`src/rtl/csioc_pkg.sv`:
```
// package: register map, field layout, reset values and timing for the clock synth control block
`default_nettype none
package csioc_pkg;
  // ****************************************
  // register byte offsets
  // ****************************************
  localparam logic [7:0] ADDR_CTRL = 8'h00;
  localparam logic [7:0] ADDR_STATUS = 8'h04;
  localparam logic [7:0] ADDR_IRQ_STAT = 8'h08;
  localparam logic [7:0] ADDR_IRQ_MASK = 8'h0c;
  localparam logic [7:0] ADDR_BANK_BASE = 8'h10;
  localparam logic [7:0] ADDR_OUT_BASE = 8'h20;
  localparam int NUM_BANKS = 3;
  localparam int NUM_OUTS = 5;
  // ****************************************
  // field positions and widths
  // ****************************************
  localparam int CTRL_HOLD_BIT = 0;
  localparam int CTRL_PUMP_LSB = 8;
  localparam int PUMP_W = 6;
  localparam int STAT_LOSS_BIT = 0;
  localparam int STAT_HOLD_BIT = 1;
  localparam int IRQ_LOSS_BIT = 0;
  localparam int IRQ_RETURN_BIT = 1;
  localparam int IRQ_W = 2;
  localparam int BANK_SEL_LSB = 0;
  localparam int BANK_SEL_W = 5;
  localparam int BANK_SLEEP_BIT = 8;
  localparam int OUT_FMT_BIT = 0;
  localparam int OUT_AMP_LSB = 1;
  localparam int OUT_GATE_BIT = 3;
  localparam int RATIO_W = 7;
  localparam int NUM_RATIOS = 18;
  // ****************************************
  // reset values
  // ****************************************
  localparam logic CTRL_HOLD_RST = 1'b0;
  localparam logic [5:0] PUMP_RST = 6'h00;
  localparam logic [1:0] IRQ_MASK_RST = 2'h0;
  localparam logic [4:0] BANK_SEL_RST = 5'h00;
  localparam logic BANK_SLEEP_RST = 1'b0;
  localparam logic [3:0] OUT_CFG_RST = 4'h0;
  // ****************************************
  // timing
  // ****************************************
  localparam int CLK_PERIOD_NS = 20;
  localparam int DETECT_NS = 10000;
  localparam int DETECT_CYCLES = (DETECT_NS / CLK_PERIOD_NS) < 1 ? 1 : (DETECT_NS / CLK_PERIOD_NS);
  localparam logic [1:0] RESP_OKAY = 2'h0;
  localparam logic [1:0] RESP_DECERR = 2'h3;

  // selector code to divide ratio; codes past the list return zero (illegal)
  function automatic logic [RATIO_W-1:0] csioc_ratio(input logic [BANK_SEL_W-1:0] sel);
    case (sel)
      5'h00: csioc_ratio = 7'h01;
      5'h01: csioc_ratio = 7'h02;
      5'h02: csioc_ratio = 7'h03;
      5'h03: csioc_ratio = 7'h04;
      5'h04: csioc_ratio = 7'h05;
      5'h05: csioc_ratio = 7'h06;
      5'h06: csioc_ratio = 7'h08;
      5'h07: csioc_ratio = 7'h0a;
      5'h08: csioc_ratio = 7'h0c;
      5'h09: csioc_ratio = 7'h10;
      5'h0a: csioc_ratio = 7'h14;
      5'h0b: csioc_ratio = 7'h18;
      5'h0c: csioc_ratio = 7'h20;
      5'h0d: csioc_ratio = 7'h28;
      5'h0e: csioc_ratio = 7'h30;
      5'h0f: csioc_ratio = 7'h40;
      5'h10: csioc_ratio = 7'h50;
      5'h11: csioc_ratio = 7'h60;
      default: csioc_ratio = 7'h00;
    endcase
  endfunction
endpackage
`default_nettype wire

```
`src/rtl/csioc_activity_monitor.sv`:
```
// module: input reference activity monitor with loss detection
`default_nettype none
module csioc_activity_monitor #(
  parameter int DETECT_CYCLES = csioc_pkg::DETECT_CYCLES
) (
  input wire logic clk_sys,
  input wire logic resetn,
  input wire logic refClock,
  output logic inputAbsent,
  output logic lossEvent,
  output logic returnEvent
);
  logic syncA, syncB, syncC;
  logic [15:0] quietCount, next_quietCount;
  logic next_inputAbsent;
  logic activity;

  // ****************************************
  // synchroniser and edge detect
  // ****************************************
  // syncA is read only by syncB; edges are seen on the settled stages
  always_ff @(posedge clk_sys) begin
    if (!resetn) begin
      syncA <= 1'b0;
      syncB <= 1'b0;
      syncC <= 1'b0;
    end else begin
      syncA <= refClock;
      syncB <= syncA;
      syncC <= syncB;
    end
  end
  assign activity = syncB ^ syncC;

  // ****************************************
  // quiet interval counter
  // ****************************************
  always_comb begin
    next_quietCount = quietCount;
    next_inputAbsent = inputAbsent;
    if (activity) begin
      next_quietCount = 16'h0000;
      next_inputAbsent = 1'b0;
    end else if (quietCount >= 16'(DETECT_CYCLES - 1)) begin
      next_inputAbsent = 1'b1;
    end else begin
      next_quietCount = quietCount + 16'h0001;
    end
  end

  always_ff @(posedge clk_sys) begin
    if (!resetn) begin
      quietCount <= 16'h0000;
      inputAbsent <= 1'b0;
    end else begin
      quietCount <= next_quietCount;
      inputAbsent <= next_inputAbsent;
    end
  end

  assign lossEvent = next_inputAbsent & ~inputAbsent;
  assign returnEvent = ~next_inputAbsent & inputAbsent;
endmodule // csioc_activity_monitor
`default_nettype wire

```
`src/rtl/csioc_bank_divider.sv`:
```
// module: one bank output divider with sleep control
`default_nettype none
module csioc_bank_divider #(
  parameter int RATIO_W = csioc_pkg::RATIO_W
) (
  input wire logic clk_sys,
  input wire logic resetn,
  input wire logic [RATIO_W-1:0] ratio,
  input wire logic channelSleep,
  output logic bankClock
);
  logic [RATIO_W-1:0] phase, next_phase, lastRatio;
  logic next_bankClock;

  // ****************************************
  // counter; a ratio change restarts the cycle
  // ****************************************
  always_comb begin
    next_phase = phase + 7'(1);
    if (channelSleep || ratio != lastRatio || phase >= ratio - 7'(1)) begin
      next_phase = '0;
    end
    // high for the first half; ratio one stays high since the tick is the clock itself
    next_bankClock = ~channelSleep & ((ratio == 7'(1)) | (next_phase < (ratio >> 1)));
  end

  always_ff @(posedge clk_sys) begin
    if (!resetn) begin
      phase <= '0;
      lastRatio <= 7'(1);
      bankClock <= 1'b0;
    end else begin
      phase <= next_phase;
      lastRatio <= ratio;
      bankClock <= next_bankClock;
    end
  end
endmodule // csioc_bank_divider
`default_nettype wire

```
`src/rtl/csioc_top.sv`:
```
// module: clock synth input monitor, holdover, divider and output control with AXI4-Lite registers
//
// Our own choices: the placing of the registers and the AXI4-Lite interface to the registers.
`default_nettype none
module csioc_top #(
  parameter int DETECT_CYCLES = csioc_pkg::DETECT_CYCLES
) (
  input wire logic clk_sys,
  input wire logic resetn,
  input wire logic [7:0] s_axi_awaddr,
  input wire logic s_axi_awvalid,
  output logic s_axi_awready,
  input wire logic [31:0] s_axi_wdata,
  input wire logic [3:0] s_axi_wstrb,
  input wire logic s_axi_wvalid,
  output logic s_axi_wready,
  output logic [1:0] s_axi_bresp,
  output logic s_axi_bvalid,
  input wire logic s_axi_bready,
  input wire logic [7:0] s_axi_araddr,
  input wire logic s_axi_arvalid,
  output logic s_axi_arready,
  output logic [31:0] s_axi_rdata,
  output logic [1:0] s_axi_rresp,
  output logic s_axi_rvalid,
  input wire logic s_axi_rready,
  input wire logic refClock,
  output logic [csioc_pkg::NUM_OUTS-1:0] device_clock_output,
  output logic [csioc_pkg::NUM_OUTS-1:0] format_select,
  output logic [2*csioc_pkg::NUM_OUTS-1:0] outputAmplitude,
  output logic [csioc_pkg::NUM_BANKS-1:0] bankPowered,
  output logic [csioc_pkg::PUMP_W-1:0] pump_current_code,
  output logic holdoverActive,
  output logic pllTracking,
  output logic tuneMidSupply,
  output logic signal_loss_status,
  output logic irq
);
  localparam int NB = csioc_pkg::NUM_BANKS;
  localparam int NO = csioc_pkg::NUM_OUTS;
  // output to bank map: two outputs on A, two on B, one on C
  localparam int OUT_BANK [NO] = '{0, 0, 1, 1, 2};

  // ****************************************
  // register state
  // ****************************************
  logic holdRequest, next_holdRequest;
  logic [5:0] pumpCode, next_pumpCode;
  logic [1:0] irqStatus, next_irqStatus;
  logic [1:0] irqMask, next_irqMask;
  logic [4:0] bankSel [NB];
  logic [4:0] next_bankSel [NB];
  logic bankSleep [NB];
  logic next_bankSleep [NB];
  logic [3:0] outCfg [NO];
  logic [3:0] next_outCfg [NO];
  logic awHeld, next_awHeld, wHeld, next_wHeld;
  logic [7:0] awAddr, next_awAddr;
  logic [31:0] wData, next_wData;
  logic [3:0] wStrb, next_wStrb;
  logic bValid, next_bValid;
  logic [1:0] bResp, next_bResp;
  logic rValid, next_rValid;
  logic [31:0] rData, next_rData;
  logic [1:0] rResp, next_rResp;
  logic inputAbsent, lossEvent, returnEvent;
  logic [NB-1:0] bankClock;
  logic doWrite;
  logic [32:0] heldWord;
  logic [31:0] wordIn;

  // merge written bytes into the current value
  function automatic logic [31:0] merge(input logic [31:0] old, input logic [31:0] data, input logic [3:0] strb);
    for (int i = 0; i < 4; i++) begin
      merge[8*i +: 8] = strb[i] ? data[8*i +: 8] : old[8*i +: 8];
    end
  endfunction

  // current value of a register word, and whether the address is mapped
  function automatic logic [32:0] read_word(input logic [7:0] addr);
    logic [32:0] r;
    r = {1'b0, 32'h0};
    if (addr == csioc_pkg::ADDR_CTRL) begin
      r = {1'b1, 32'h0};
      r[csioc_pkg::CTRL_HOLD_BIT] = holdRequest;
      r[csioc_pkg::CTRL_PUMP_LSB +: csioc_pkg::PUMP_W] = pumpCode;
    end else if (addr == csioc_pkg::ADDR_STATUS) begin
      r = {1'b1, 32'h0};
      r[csioc_pkg::STAT_LOSS_BIT] = inputAbsent;
      r[csioc_pkg::STAT_HOLD_BIT] = holdoverActive;
    end else if (addr == csioc_pkg::ADDR_IRQ_STAT) begin
      r = {1'b1, 30'h0, irqStatus};
    end else if (addr == csioc_pkg::ADDR_IRQ_MASK) begin
      r = {1'b1, 30'h0, irqMask};
    end
    for (int b = 0; b < NB; b++) begin
      if (addr == csioc_pkg::ADDR_BANK_BASE + 8'(4 * b)) begin
        r = {1'b1, 32'h0};
        r[csioc_pkg::BANK_SEL_LSB +: csioc_pkg::BANK_SEL_W] = bankSel[b];
        r[csioc_pkg::BANK_SLEEP_BIT] = bankSleep[b];
      end
    end
    for (int o = 0; o < NO; o++) begin
      if (addr == csioc_pkg::ADDR_OUT_BASE + 8'(4 * o)) begin
        r = {1'b1, 28'h0, outCfg[o]};
      end
    end
    return r;
  endfunction

  // ****************************************
  // input monitor and bank dividers
  // ****************************************
  csioc_activity_monitor #(
    .DETECT_CYCLES(DETECT_CYCLES)
  ) u_monitor (
    .clk_sys(clk_sys),
    .resetn(resetn),
    .refClock(refClock),
    .inputAbsent(inputAbsent),
    .lossEvent(lossEvent),
    .returnEvent(returnEvent)
  );

  for (genvar b = 0; b < NB; b++) begin : g_bank
    csioc_bank_divider #(
      .RATIO_W(csioc_pkg::RATIO_W)
    ) u_div (
      .clk_sys(clk_sys),
      .resetn(resetn),
      .ratio(csioc_pkg::csioc_ratio(bankSel[b])),
      .channelSleep(bankSleep[b]),
      .bankClock(bankClock[b])
    );
  end

  // ****************************************
  // AXI4-Lite write and read channels
  // ****************************************
  assign s_axi_awready = ~awHeld & ~bValid;
  assign s_axi_wready = ~wHeld & ~bValid;
  assign s_axi_arready = ~rValid;
  assign doWrite = awHeld & wHeld & ~bValid;
  // a process, so register changes read inside read_word retrigger it
  always_comb begin
    heldWord = read_word(awAddr);
    wordIn = merge(heldWord[31:0], wData, wStrb);
  end

  always_comb begin
    logic [32:0] rw;
    rw = read_word(s_axi_araddr);
    next_awHeld = awHeld;
    next_awAddr = awAddr;
    next_wHeld = wHeld;
    next_wData = wData;
    next_wStrb = wStrb;
    next_bValid = bValid;
    next_bResp = bResp;
    next_rValid = rValid;
    next_rData = rData;
    next_rResp = rResp;
    if (s_axi_awvalid && s_axi_awready) begin
      next_awHeld = 1'b1;
      next_awAddr = s_axi_awaddr;
    end
    if (s_axi_wvalid && s_axi_wready) begin
      next_wHeld = 1'b1;
      next_wData = s_axi_wdata;
      next_wStrb = s_axi_wstrb;
    end
    if (doWrite) begin
      next_awHeld = 1'b0;
      next_wHeld = 1'b0;
      next_bValid = 1'b1;
      next_bResp = heldWord[32] ? csioc_pkg::RESP_OKAY : csioc_pkg::RESP_DECERR;
    end else if (bValid && s_axi_bready) begin
      next_bValid = 1'b0;
    end
    if (s_axi_arvalid && s_axi_arready) begin
      next_rValid = 1'b1;
      next_rData = rw[31:0];
      next_rResp = rw[32] ? csioc_pkg::RESP_OKAY : csioc_pkg::RESP_DECERR;
    end else if (rValid && s_axi_rready) begin
      next_rValid = 1'b0;
    end
  end

  // ****************************************
  // register updates
  // ****************************************
  always_comb begin
    next_holdRequest = holdRequest;
    next_pumpCode = pumpCode;
    next_irqMask = irqMask;
    next_irqStatus = irqStatus;
    for (int b = 0; b < NB; b++) begin
      next_bankSel[b] = bankSel[b];
      next_bankSleep[b] = bankSleep[b];
    end
    for (int o = 0; o < NO; o++) begin
      next_outCfg[o] = outCfg[o];
    end
    if (doWrite) begin
      if (awAddr == csioc_pkg::ADDR_CTRL) begin
        next_holdRequest = wordIn[csioc_pkg::CTRL_HOLD_BIT];
        next_pumpCode = wordIn[csioc_pkg::CTRL_PUMP_LSB +: csioc_pkg::PUMP_W];
      end
      if (awAddr == csioc_pkg::ADDR_IRQ_MASK) begin
        next_irqMask = wordIn[1:0];
      end
      if (awAddr == csioc_pkg::ADDR_IRQ_STAT) begin
        next_irqStatus = irqStatus & ~(wData[1:0] & {2{wStrb[0]}});
      end
      for (int b = 0; b < NB; b++) begin
        if (awAddr == csioc_pkg::ADDR_BANK_BASE + 8'(4 * b)) begin
          // an unlisted ratio code is dropped and the old ratio stays
          if (csioc_pkg::csioc_ratio(wordIn[csioc_pkg::BANK_SEL_LSB +: csioc_pkg::BANK_SEL_W]) != 7'h00) begin
            next_bankSel[b] = wordIn[csioc_pkg::BANK_SEL_LSB +: csioc_pkg::BANK_SEL_W];
          end
          next_bankSleep[b] = wordIn[csioc_pkg::BANK_SLEEP_BIT];
        end
      end
      for (int o = 0; o < NO; o++) begin
        if (awAddr == csioc_pkg::ADDR_OUT_BASE + 8'(4 * o)) begin
          next_outCfg[o] = wordIn[3:0];
        end
      end
    end
    // new events win over a clear in the same cycle
    if (lossEvent) begin
      next_irqStatus[csioc_pkg::IRQ_LOSS_BIT] = 1'b1;
    end
    if (returnEvent) begin
      next_irqStatus[csioc_pkg::IRQ_RETURN_BIT] = 1'b1;
    end
  end

  always_ff @(posedge clk_sys) begin
    if (!resetn) begin
      awHeld <= 1'b0;
      awAddr <= 8'h00;
      wHeld <= 1'b0;
      wData <= 32'h0;
      wStrb <= 4'h0;
      bValid <= 1'b0;
      bResp <= csioc_pkg::RESP_OKAY;
      rValid <= 1'b0;
      rData <= 32'h0;
      rResp <= csioc_pkg::RESP_OKAY;
      holdRequest <= csioc_pkg::CTRL_HOLD_RST;
      pumpCode <= csioc_pkg::PUMP_RST;
      irqStatus <= 2'h0;
      irqMask <= csioc_pkg::IRQ_MASK_RST;
      for (int b = 0; b < NB; b++) begin
        bankSel[b] <= csioc_pkg::BANK_SEL_RST;
        bankSleep[b] <= csioc_pkg::BANK_SLEEP_RST;
      end
      for (int o = 0; o < NO; o++) begin
        outCfg[o] <= csioc_pkg::OUT_CFG_RST;
      end
    end else begin
      awHeld <= next_awHeld;
      awAddr <= next_awAddr;
      wHeld <= next_wHeld;
      wData <= next_wData;
      wStrb <= next_wStrb;
      bValid <= next_bValid;
      bResp <= next_bResp;
      rValid <= next_rValid;
      rData <= next_rData;
      rResp <= next_rResp;
      holdRequest <= next_holdRequest;
      pumpCode <= next_pumpCode;
      irqStatus <= next_irqStatus;
      irqMask <= next_irqMask;
      for (int b = 0; b < NB; b++) begin
        bankSel[b] <= next_bankSel[b];
        bankSleep[b] <= next_bankSleep[b];
      end
      for (int o = 0; o < NO; o++) begin
        outCfg[o] <= next_outCfg[o];
      end
    end
  end

  assign s_axi_bvalid = bValid;
  assign s_axi_bresp = bResp;
  assign s_axi_rvalid = rValid;
  assign s_axi_rdata = rData;
  assign s_axi_rresp = rResp;

  // ****************************************
  // holdover and outputs
  // ****************************************
  // holdover is a live OR, so it ends by itself once input returns and the request is clear
  assign holdoverActive = inputAbsent | holdRequest;
  assign pllTracking = ~holdoverActive;
  assign tuneMidSupply = holdoverActive;
  assign signal_loss_status = inputAbsent;
  assign pump_current_code = pumpCode;
  assign irq = |(irqStatus & irqMask);

  always_comb begin
    for (int b = 0; b < NB; b++) begin
      bankPowered[b] = ~bankSleep[b];
    end
    for (int o = 0; o < NO; o++) begin
      format_select[o] = outCfg[o][csioc_pkg::OUT_FMT_BIT];
      outputAmplitude[2*o +: 2] = outCfg[o][csioc_pkg::OUT_AMP_LSB +: 2];
      // gated low; the bank clock comes from a flop, so this stays glitch-safe per bank
      device_clock_output[o] = bankClock[OUT_BANK[o]] & outCfg[o][csioc_pkg::OUT_GATE_BIT];
    end
  end
endmodule // csioc_top
`default_nettype wire
```
`config.mk`:
```
export PLATFORM = sky130hd
export DESIGN_NAME = csioc_top
export DESIGN_NICKNAME = d
export VERILOG_FILES = /design/src/rtl/csioc_pkg.sv /design/src/rtl/csioc_activity_monitor.sv /design/src/rtl/csioc_bank_divider.sv /design/src/rtl/csioc_top.sv
export SDC_FILE = /design/constraint.sdc
export NUM_CORES = 1
export LEC_CHECK = 0
export BUFFER_PORTS_ARGS = -buffer_cell sky130_fd_sc_hd__buf_4
export CAP_MARGIN = 15
export CORE_MARGIN = 2
export CORE_UTILIZATION = 63
export DETAILED_ROUTE_END_ITERATION = 6
export HOLD_SLACK_MARGIN = 0.1
export PLACE_DENSITY_LB_ADDON = 0.3
export SKIP_LAST_GASP = 1
export SYNTH_ARGS = -nofsm -noshare
export SYNTH_HDL_FRONTEND = slang
export SYNTH_SLANG_ARGS = --single-unit
```
`constraint.sdc`:
```
create_clock -name clk_sys -period 9.6 [get_ports clk_sys]
set_input_delay 0.48 -clock clk_sys [delete_from_list [all_inputs] [get_ports clk_sys]]
set_output_delay 0.48 -clock clk_sys [all_outputs]
set_load 0.01 [all_outputs]
```
==> run_results.csv, run 1 <==
group,metric,value,unit
setup_path,worstPathCellList,"clkinv_1 -> ha_1 -> mux2_1 -> a21oi_1 -> nor2_1 -> inv_1 -> nand3_1 -> nor2_1 -> nand2_1 -> xnor2_1 -> ha_1 -> a211oi_1 -> o2111ai_1 -> or4_1 -> a21o_1 -> nor2_1 -> ha_1 -> o21ai_0 -> nand2b_1 -> a21oi_1 -> o221a_2 -> o21a_1 -> o311a_1",
cells_and_area,nFillCells,1167,
die,design.die.area,16100,um2
timing,setup_tns,0,ps
power_and_ir_drop,power_density,137,nW/um2
power_and_ir_drop,leakagePower,0.00405,uW
die,ios,135,
detailed_routing,vias_per_cell,6.22,
cts,htree_levels,4,
detailed_routing,drt_iter0_drc,936,
cts,cts_resized,0,
logic_synthesis,async_flop_share,0,%
placement,io_buffers,90,
timing,fin_crit,5340,ps
cts,cts_hold_buf,0,
logic_synthesis,ys.flop_type,"dfxtp_1",
die,start_util,65.0,%
setup_path,critical_path_class,"flip-flop to flip-flop",
detailed_routing,routed_wl,24500,um
timing,fin_crit_sh,55.7,%
detailed_routing,drcViolationCount,0,
logic_synthesis,syn_avg_cell_area,8.15,um2
die,num_rows,44,
cells_and_area,diodes,0,
cts,post-cts-setup-buffers,0,
setup_path,cp_max_fo,10,
logic_synthesis,synthSimpleGateAreaFrac,24.8,%
logic_synthesis,synth-edff-count,0,
detailed_routing,postRouteAntennaNets,0,
detailed_routing,num_vias,8695,
run_status,status,"finished clean",
logic_synthesis,synthAdderAreaFrac,7.75,%
global_route,grt_pass1_wl,39500,um
logic_synthesis,synth_compound_area_share,19.4,%
cts,cts.clk_slew.worst_paths,60,ps
global_route,first_global_vias,7966,
global_route,gr-usage-all-layers,30.2,%
hold_path,hold_class,"input pin to flip-flop",
cells_and_area,nets,1319,
placement,dp_hpwl,17000,um
logic_synthesis,ys_seq_area_share,31.9,%
setup_path,worstPathArrival,5670,ps
cells_and_area,syn2layout_area_growth,9.92,%
timing,rsz0062_at_grt,"false",
timing,setup_viol,0,
detailed_routing,wl_per_cell,17.5,um
cells_and_area,post_route_cells_drive_above_1_share,13.8,%
setup_path,cp-end-kind,"flip-flop",
cts,clk_latency,440,ps
timing,fmax,187,MHz
logic_synthesis,synth_xor_area_share,5.15,%
die,die_y,127,um
cells_and_area,post-route-util,71.5,%
cts,clockBufferDepth,2,
cts,clock_sinks,152,
timing,finalHoldViolations,0,
die,die_w,127,um
logic_synthesis,synth_mux_area_share,2.93,%
logic_synthesis,synthDistinctLibCells,93,
logic_synthesis,yosys_warnings,0,
setup_path,path_buf_inv,2,
timing,skew,11.4,ps
die,core_area,14600,um2
global_route,antenna_found_initial,0,
timing,setup_slack,4260,ps
job,max_cap_viol_count,0,
timing,worst_slew_pin_slew,1140,ps
logic_synthesis,synth_top_family_by_area,"simple AND/OR/NAND/NOR gates",
setup_path,crit_path_start_kind,"flip-flop",
placement,place_ws,4340,ps
timing,slew_viol_final,0,
global_route,grt_max_degree,104,
logic_synthesis,ys_ff_latch,152,
setup_path,cp_top_family,"compound AO/OA/AOI/OAI gates",
setup_path,critPathMaxStageDelay,580,ps
setup_path,critical_path.slowest_cell,"dfxtp_1",
cts,cts_tree,"done",
power_and_ir_drop,ir_drop,0.000138,V
logic_synthesis,synth.cell_area,9530,um2
logic_synthesis,synth_cells,1169,
global_route,overflow,0,
detailed_routing,firstDrtPassIters,7,
placement,routabilityCongestion,0.934,
setup_path,critPathRequiredTime,9930,ps
timing,maxSlewHeadroom,24.1,%
cts,cts-buffers-inserted,17,
cts,cts_root_buf,"clkbuf_16",
registers in the layout (all words and copies together) (netlist names), 2 cells and up:
register                flops
irqStatus                   2
wData                      11
g_bank.u_div.phase         21
bankSel                    15
awAddr                      8
s_axi_rdata                11
g_bank.u_div.lastRatio     21
outCfg                     20
u_monitor.quietCount       16
pump_current_code           6
g_bank.u_div.bankClock      3
irqMask                     2
bankSleep                   3
wStrb                       2
routing by layer:
layer	share of wire [%]	global-route usage, %
met1	43	39.8
met2	46	47.7
met3	7.8	6.66
met4	3.0	13.4
met5	0	0
metrics by stage:
stage | area [um2] | instances | power, uW | hold WS (ps)
floorplan | 9600 | 1189 | 777 | 412
global placement | 9920 | 1365 | 808 | 416
detailed placement | 9920 | 1365 | 811 | 427
CTS | 10500 | 1397 | 1440 | 216
global route | 10500 | 1397 | 1480 | 234
finish | 10500 | 1397 | 1440 | 233
power by group:
group          internal [uW]  switching (uW)
clock                    345             294
combinational           48.8            91.5
sequential               643            18.0
layout make-up:
type / instances / area (um2) / area share [%]
multi-input cells: 896 / 5800 / 55.4
flip-flops and latches: 152 / 3040 / 29.1
repair buffers: 93 / 698 / 6.67
clock buffers: 19 / 443 / 4.23
well taps: 184 / 230 / 2.20
inverters: 40 / 150 / 1.43
clock inverters: 13 / 109 / 1.04
logic make-up (layout without fill, tap and decap cells):
family,after synthesis,in the layout
buffers and inverters,141,165
adder cells (fa/ha/maj),59,59
flip-flops,152,152
other,1,21
AND/OR/NAND/NOR,475,475
multiplexers,25,25
XOR/XNOR,56,56
AO/OA/AOI/OAI,260,260
worst paths after layout:
| check | cells after the start | endpoint | startpoint | slack (ps) |
|---|---|---|---|---|
| worst min-delay path | 2 | s_axi_rvalid | s_axi_rready | 230 |
| worst max register to register | 23 | g_bank[2].u_div.bankClock | bankSel[0][11] | 4260 |
| worst max-delay path | 23 | g_bank[2].u_div.bankClock | bankSel[0][11] | 4260 |
| worst min register to register | 1 | u_monitor.syncB | u_monitor.syncA | 450 |
Yosys cell counts, types with 6 or more instances:
cell	n	area, um2
a21o_1	17	128
dfxtp_1	152	3040
xnor2_1	34	298
o211ai_1	6	45.0
mux2i_1	14	140
or4_1	7	52.6
and3_1	13	81.3
nor3b_1	8	60.1
mux2_2	7	78.8
nand2_1	117	439
nor4_1	6	37.5
inv_1	37	139
nand2b_1	19	119
nor2b_1	11	68.8
a32oi_1	6	52.6
o21ai_0	35	175
a22oi_1	15	113
a211oi_1	17	128
o311ai_1	8	70.1
ha_1	59	738
or2_2	8	50.1
nor3_1	41	205
nand3_1	42	210
a31oi_1	16	100
and2_1	20	125
buf_2	12	60.1
xor2_1	22	193
nand3b_1	8	60.1
o2111ai_1	15	131
buf_4	41	308
buf_6	6	67.6
a21oi_1	61	305
nand4_1	8	50.1
clkbuf_1	40	150
nor2_1	135	507
layout by cell type (no fill, tap or decap), drive strengths merged, types with 15 or more instances in the layout:
cell type,n
conb,21
a21oi,61
nand2b,19
a31oi,16
clkbuf,19
buf,93
nand3,42
a211oi,17
inv,45
xnor2,34
a22oi,15
dfxtp,152
o21ai,40
ha,59
nand2,120
a21o,18
and2,23
nor3,42
xor2,22
o2111ai,15
nor2,136
No activity file was read; power rests on OpenSTA's default activity.
==> run 2, diff against run 1 <==
--- a/config.mk
+++ b/config.mk
@@ -8,7 +8,7 @@
 export BUFFER_PORTS_ARGS = -buffer_cell sky130_fd_sc_hd__buf_4
 export CAP_MARGIN = 15
 export CORE_MARGIN = 2
-export CORE_UTILIZATION = 63
+export CORE_UTILIZATION = 58
 export DETAILED_ROUTE_END_ITERATION = 6
 export HOLD_SLACK_MARGIN = 0.1
 export PLACE_DENSITY_LB_ADDON = 0.3
==> constraint.sdc (replaced) <==
create_clock -name clk_sys -period 5.55 [get_ports clk_sys]
set_input_delay 0.2775 -clock clk_sys [delete_from_list [all_inputs] [get_ports clk_sys]]
set_output_delay 0.2775 -clock clk_sys [all_outputs]
set_load 0.01 [all_outputs]
==> run 2 against run 1 <==
Global-route usage is 3.0 points lower. Die area is 8.3% higher. Combinational power is 86% higher. Flip-flop and latch count stayed put. Power is 73% higher. Cell area is 2.9% higher. Maximum frequency is 7.7% higher. Clock power is 71% higher. Register-to-register slack worse by 3700 ps. First-iteration DRC count is 29% lower. Clock skew is 1.8 ps lower. Critical path type unchanged. Critical endpoint is now g_bank[1].u_div.bankClock. Largest power group unchanged.
==> run_results.csv, run 2 (same netlist as run 1, synthesis figures left out) <==
group,metric,value,unit
cells_and_area,post_route_cells_drive_above_1_share,15.0,%
cells_and_area,final_cell_mix,"152 x dfxtp_1, 135 x nor2_1, 117 x nand2_1, 113 x buf_4, 61 x a21oi_1",
detailed_routing,routed_wl,24100,um
cells_and_area,nets,1351,
global_route,antenna_found_initial,1,
job,max_cap_viol_count,0,
die,die_y,132,um
setup_path,worstPathArrival,5310,ps
power_and_ir_drop,leakagePower,0.00419,uW
setup_path,worstPathCellList,"mux2_2 -> a21oi_1 -> nor2_1 -> inv_1 -> nand3_1 -> nor2_1 -> nand2_1 -> xnor2_1 -> ha_1 -> a211o_1 -> nor3b_1 -> nand4_1 -> nor4_1 -> o21ai_0 -> buf_4 -> nor2_1 -> ha_1 -> o21a_1 -> o21ai_0 -> nand2b_1 -> o2bb2ai_1 -> o211ai_1 -> a21boi_0 -> o21ai_0",
detailed_routing,wl_per_cell,16.5,um
global_route,first_global_vias,7984,
detailed_routing,num_vias,8654,
detailed_routing,drt_iter0_drc,669,
setup_path,critPathRequiredTime,5900,ps
die,start_util,59.7,%
placement,dp_hpwl,17500,um
cells_and_area,design_area,10800,um2
hold_path,hold_class,"input pin to flip-flop",
cts,clockBufferDepth,2,
timing,maxSlewHeadroom,49.1,%
timing,setup_viol,0,
cts,htree_levels,4,
run_status,status,"finished clean",
timing,skew,9.63,ps
detailed_routing,postRouteAntennaNets,0,
timing,fmax,202,MHz
placement,io_buffers,90,
cts,clk_latency,420,ps
power_and_ir_drop,swShare,27.2,%
global_route,overflow,0,
global_route,grt_max_degree,71,
die,design.die.area,17500,um2
cts,cts_root_buf,"clkbuf_16",
setup_path,critical_path_class,"flip-flop to flip-flop",
cts,cts_hold_buf,12,
global_route,gr-usage-all-layers,27.2,%
timing,fin_crit_sh,89.4,%
setup_path,critical_path.slowest_cell,"dfxtp_1",
power_and_ir_drop,switchingPower,675,uW
timing,slew_viol_final,0,
power_and_ir_drop,p_int,1810,uW
timing,rsz0062_at_grt,"false",
power_and_ir_drop,power_frac_comb,10.5,%
setup_path,crit_path_start_kind,"flip-flop",
die,ios,135,
detailed_routing,vias_per_cell,5.93,
die,num_rows,46,
setup_path,critPathMaxStageDelay,620,ps
placement,routabilityCongestion,0.963,
power_and_ir_drop,ir_drop,0.000212,V
timing,finalHoldViolations,0,
cells_and_area,diodes,0,
detailed_routing,firstDrtPassIters,5,
detailed_routing,drcViolationCount,0,
die,die_w,132,um
timing,fin_crit,4960,ps
power_and_ir_drop,seqPwrFrac,45.8,%
cells_and_area,syn2layout_area_growth,13.1,%
timing,worst_slew_pin_slew,762,ps
power_and_ir_drop,clock_power_share,43.7,%
cts,cts_tree,"done",
cts,cts.clk_slew.worst_paths,70,ps
global_route,grt_pass1_wl,39200,um
timing,setup_tns,0,ps
placement,placed_cell_area,10100,um2
die,core_area,15900,um2
cts,clock_sinks,152,
cells_and_area,layout_commonest_cell,"dfxtp_1",
power_and_ir_drop,power_density,230,nW/um2
cts,cts-buffers-inserted,17,
cells_and_area,largestRegisters,"g_bank.u_div.lastRatio (21), g_bank.u_div.phase (21), outCfg (20)",
cts,post-cts-setup-buffers,0,
setup_path,cp-end-kind,"flip-flop",
cts,cts_resized,0,
setup_path,cp_max_fo,15,
==> run 2: power by group through the flow <==
stage                     registers [uW]  logic (uW)  clock network [uW]
after floorplan                     1150         191                   0
after global placement              1160         245                   0
after detailed placement            1160         247                   0
after CTS                           1140         255                1100
after global routing                1140         284                1140
final                               1140         261                1090
==> run 2: area by class of cell <==
type,instances,area [um2]
Clock inverter,11,92.6
Inverter,40,150
Tap cell,216,270
Timing Repair Buffer,125,968
Fill cell,1340,5160
Sequential cell,152,3040
Multi-Input combinational cell,896,5800
Clock buffer,20,457
==> run 2: worst max-delay path, delay by kind of cell, from the launching register on <==
kind | cells | cell delay [ps]
DFF | 1 | 620
xor gates and xnor gates | 1 | 130
buffers and inverters | 2 | 440
and+or+nand+nor | 9 | 1360
AOI/OAI and AO/OA | 9 | 1430
adders and majority gates | 2 | 530
muxes | 1 | 390
==> run 2: worst paths after layout <==
path,from,to,slack (ps),cells after the start
min reg2reg,u_monitor.syncA,u_monitor.syncB,450,1
max reg2reg,bankSel[0][8],g_bank[1].u_div.bankClock,590,24
max,bankSel[0][8],g_bank[1].u_div.bankClock,590,24
min,s_axi_wdata[13],wData[13],110,3
==> run 2: layer usage <==
layer / vias up / part of all wire [%] / track usage (%)
met3: 53 / 7.3 / 5.73
met2: 336 / 46 / 43.4
met5: - / 0.033 / 0
met1: 4013 / 45 / 36.0
met4: 2 / 2.5 / 10.6
li1: 4250 / - / -
==> run 2: per-stage QoR <==
step                power (uW)  util [%]  hold slack, ps  std cells  worst slack [ps]
finish                    2480      67.6             112       1460               589
detailed placement        1410      63.4             439       1417               713
floorplan                 1340         -             377       1189               981
global route              2560      67.6             110       1460               229
CTS                       2490      67.6             101       1460               682
global placement          1400      63.4             417       1417               759
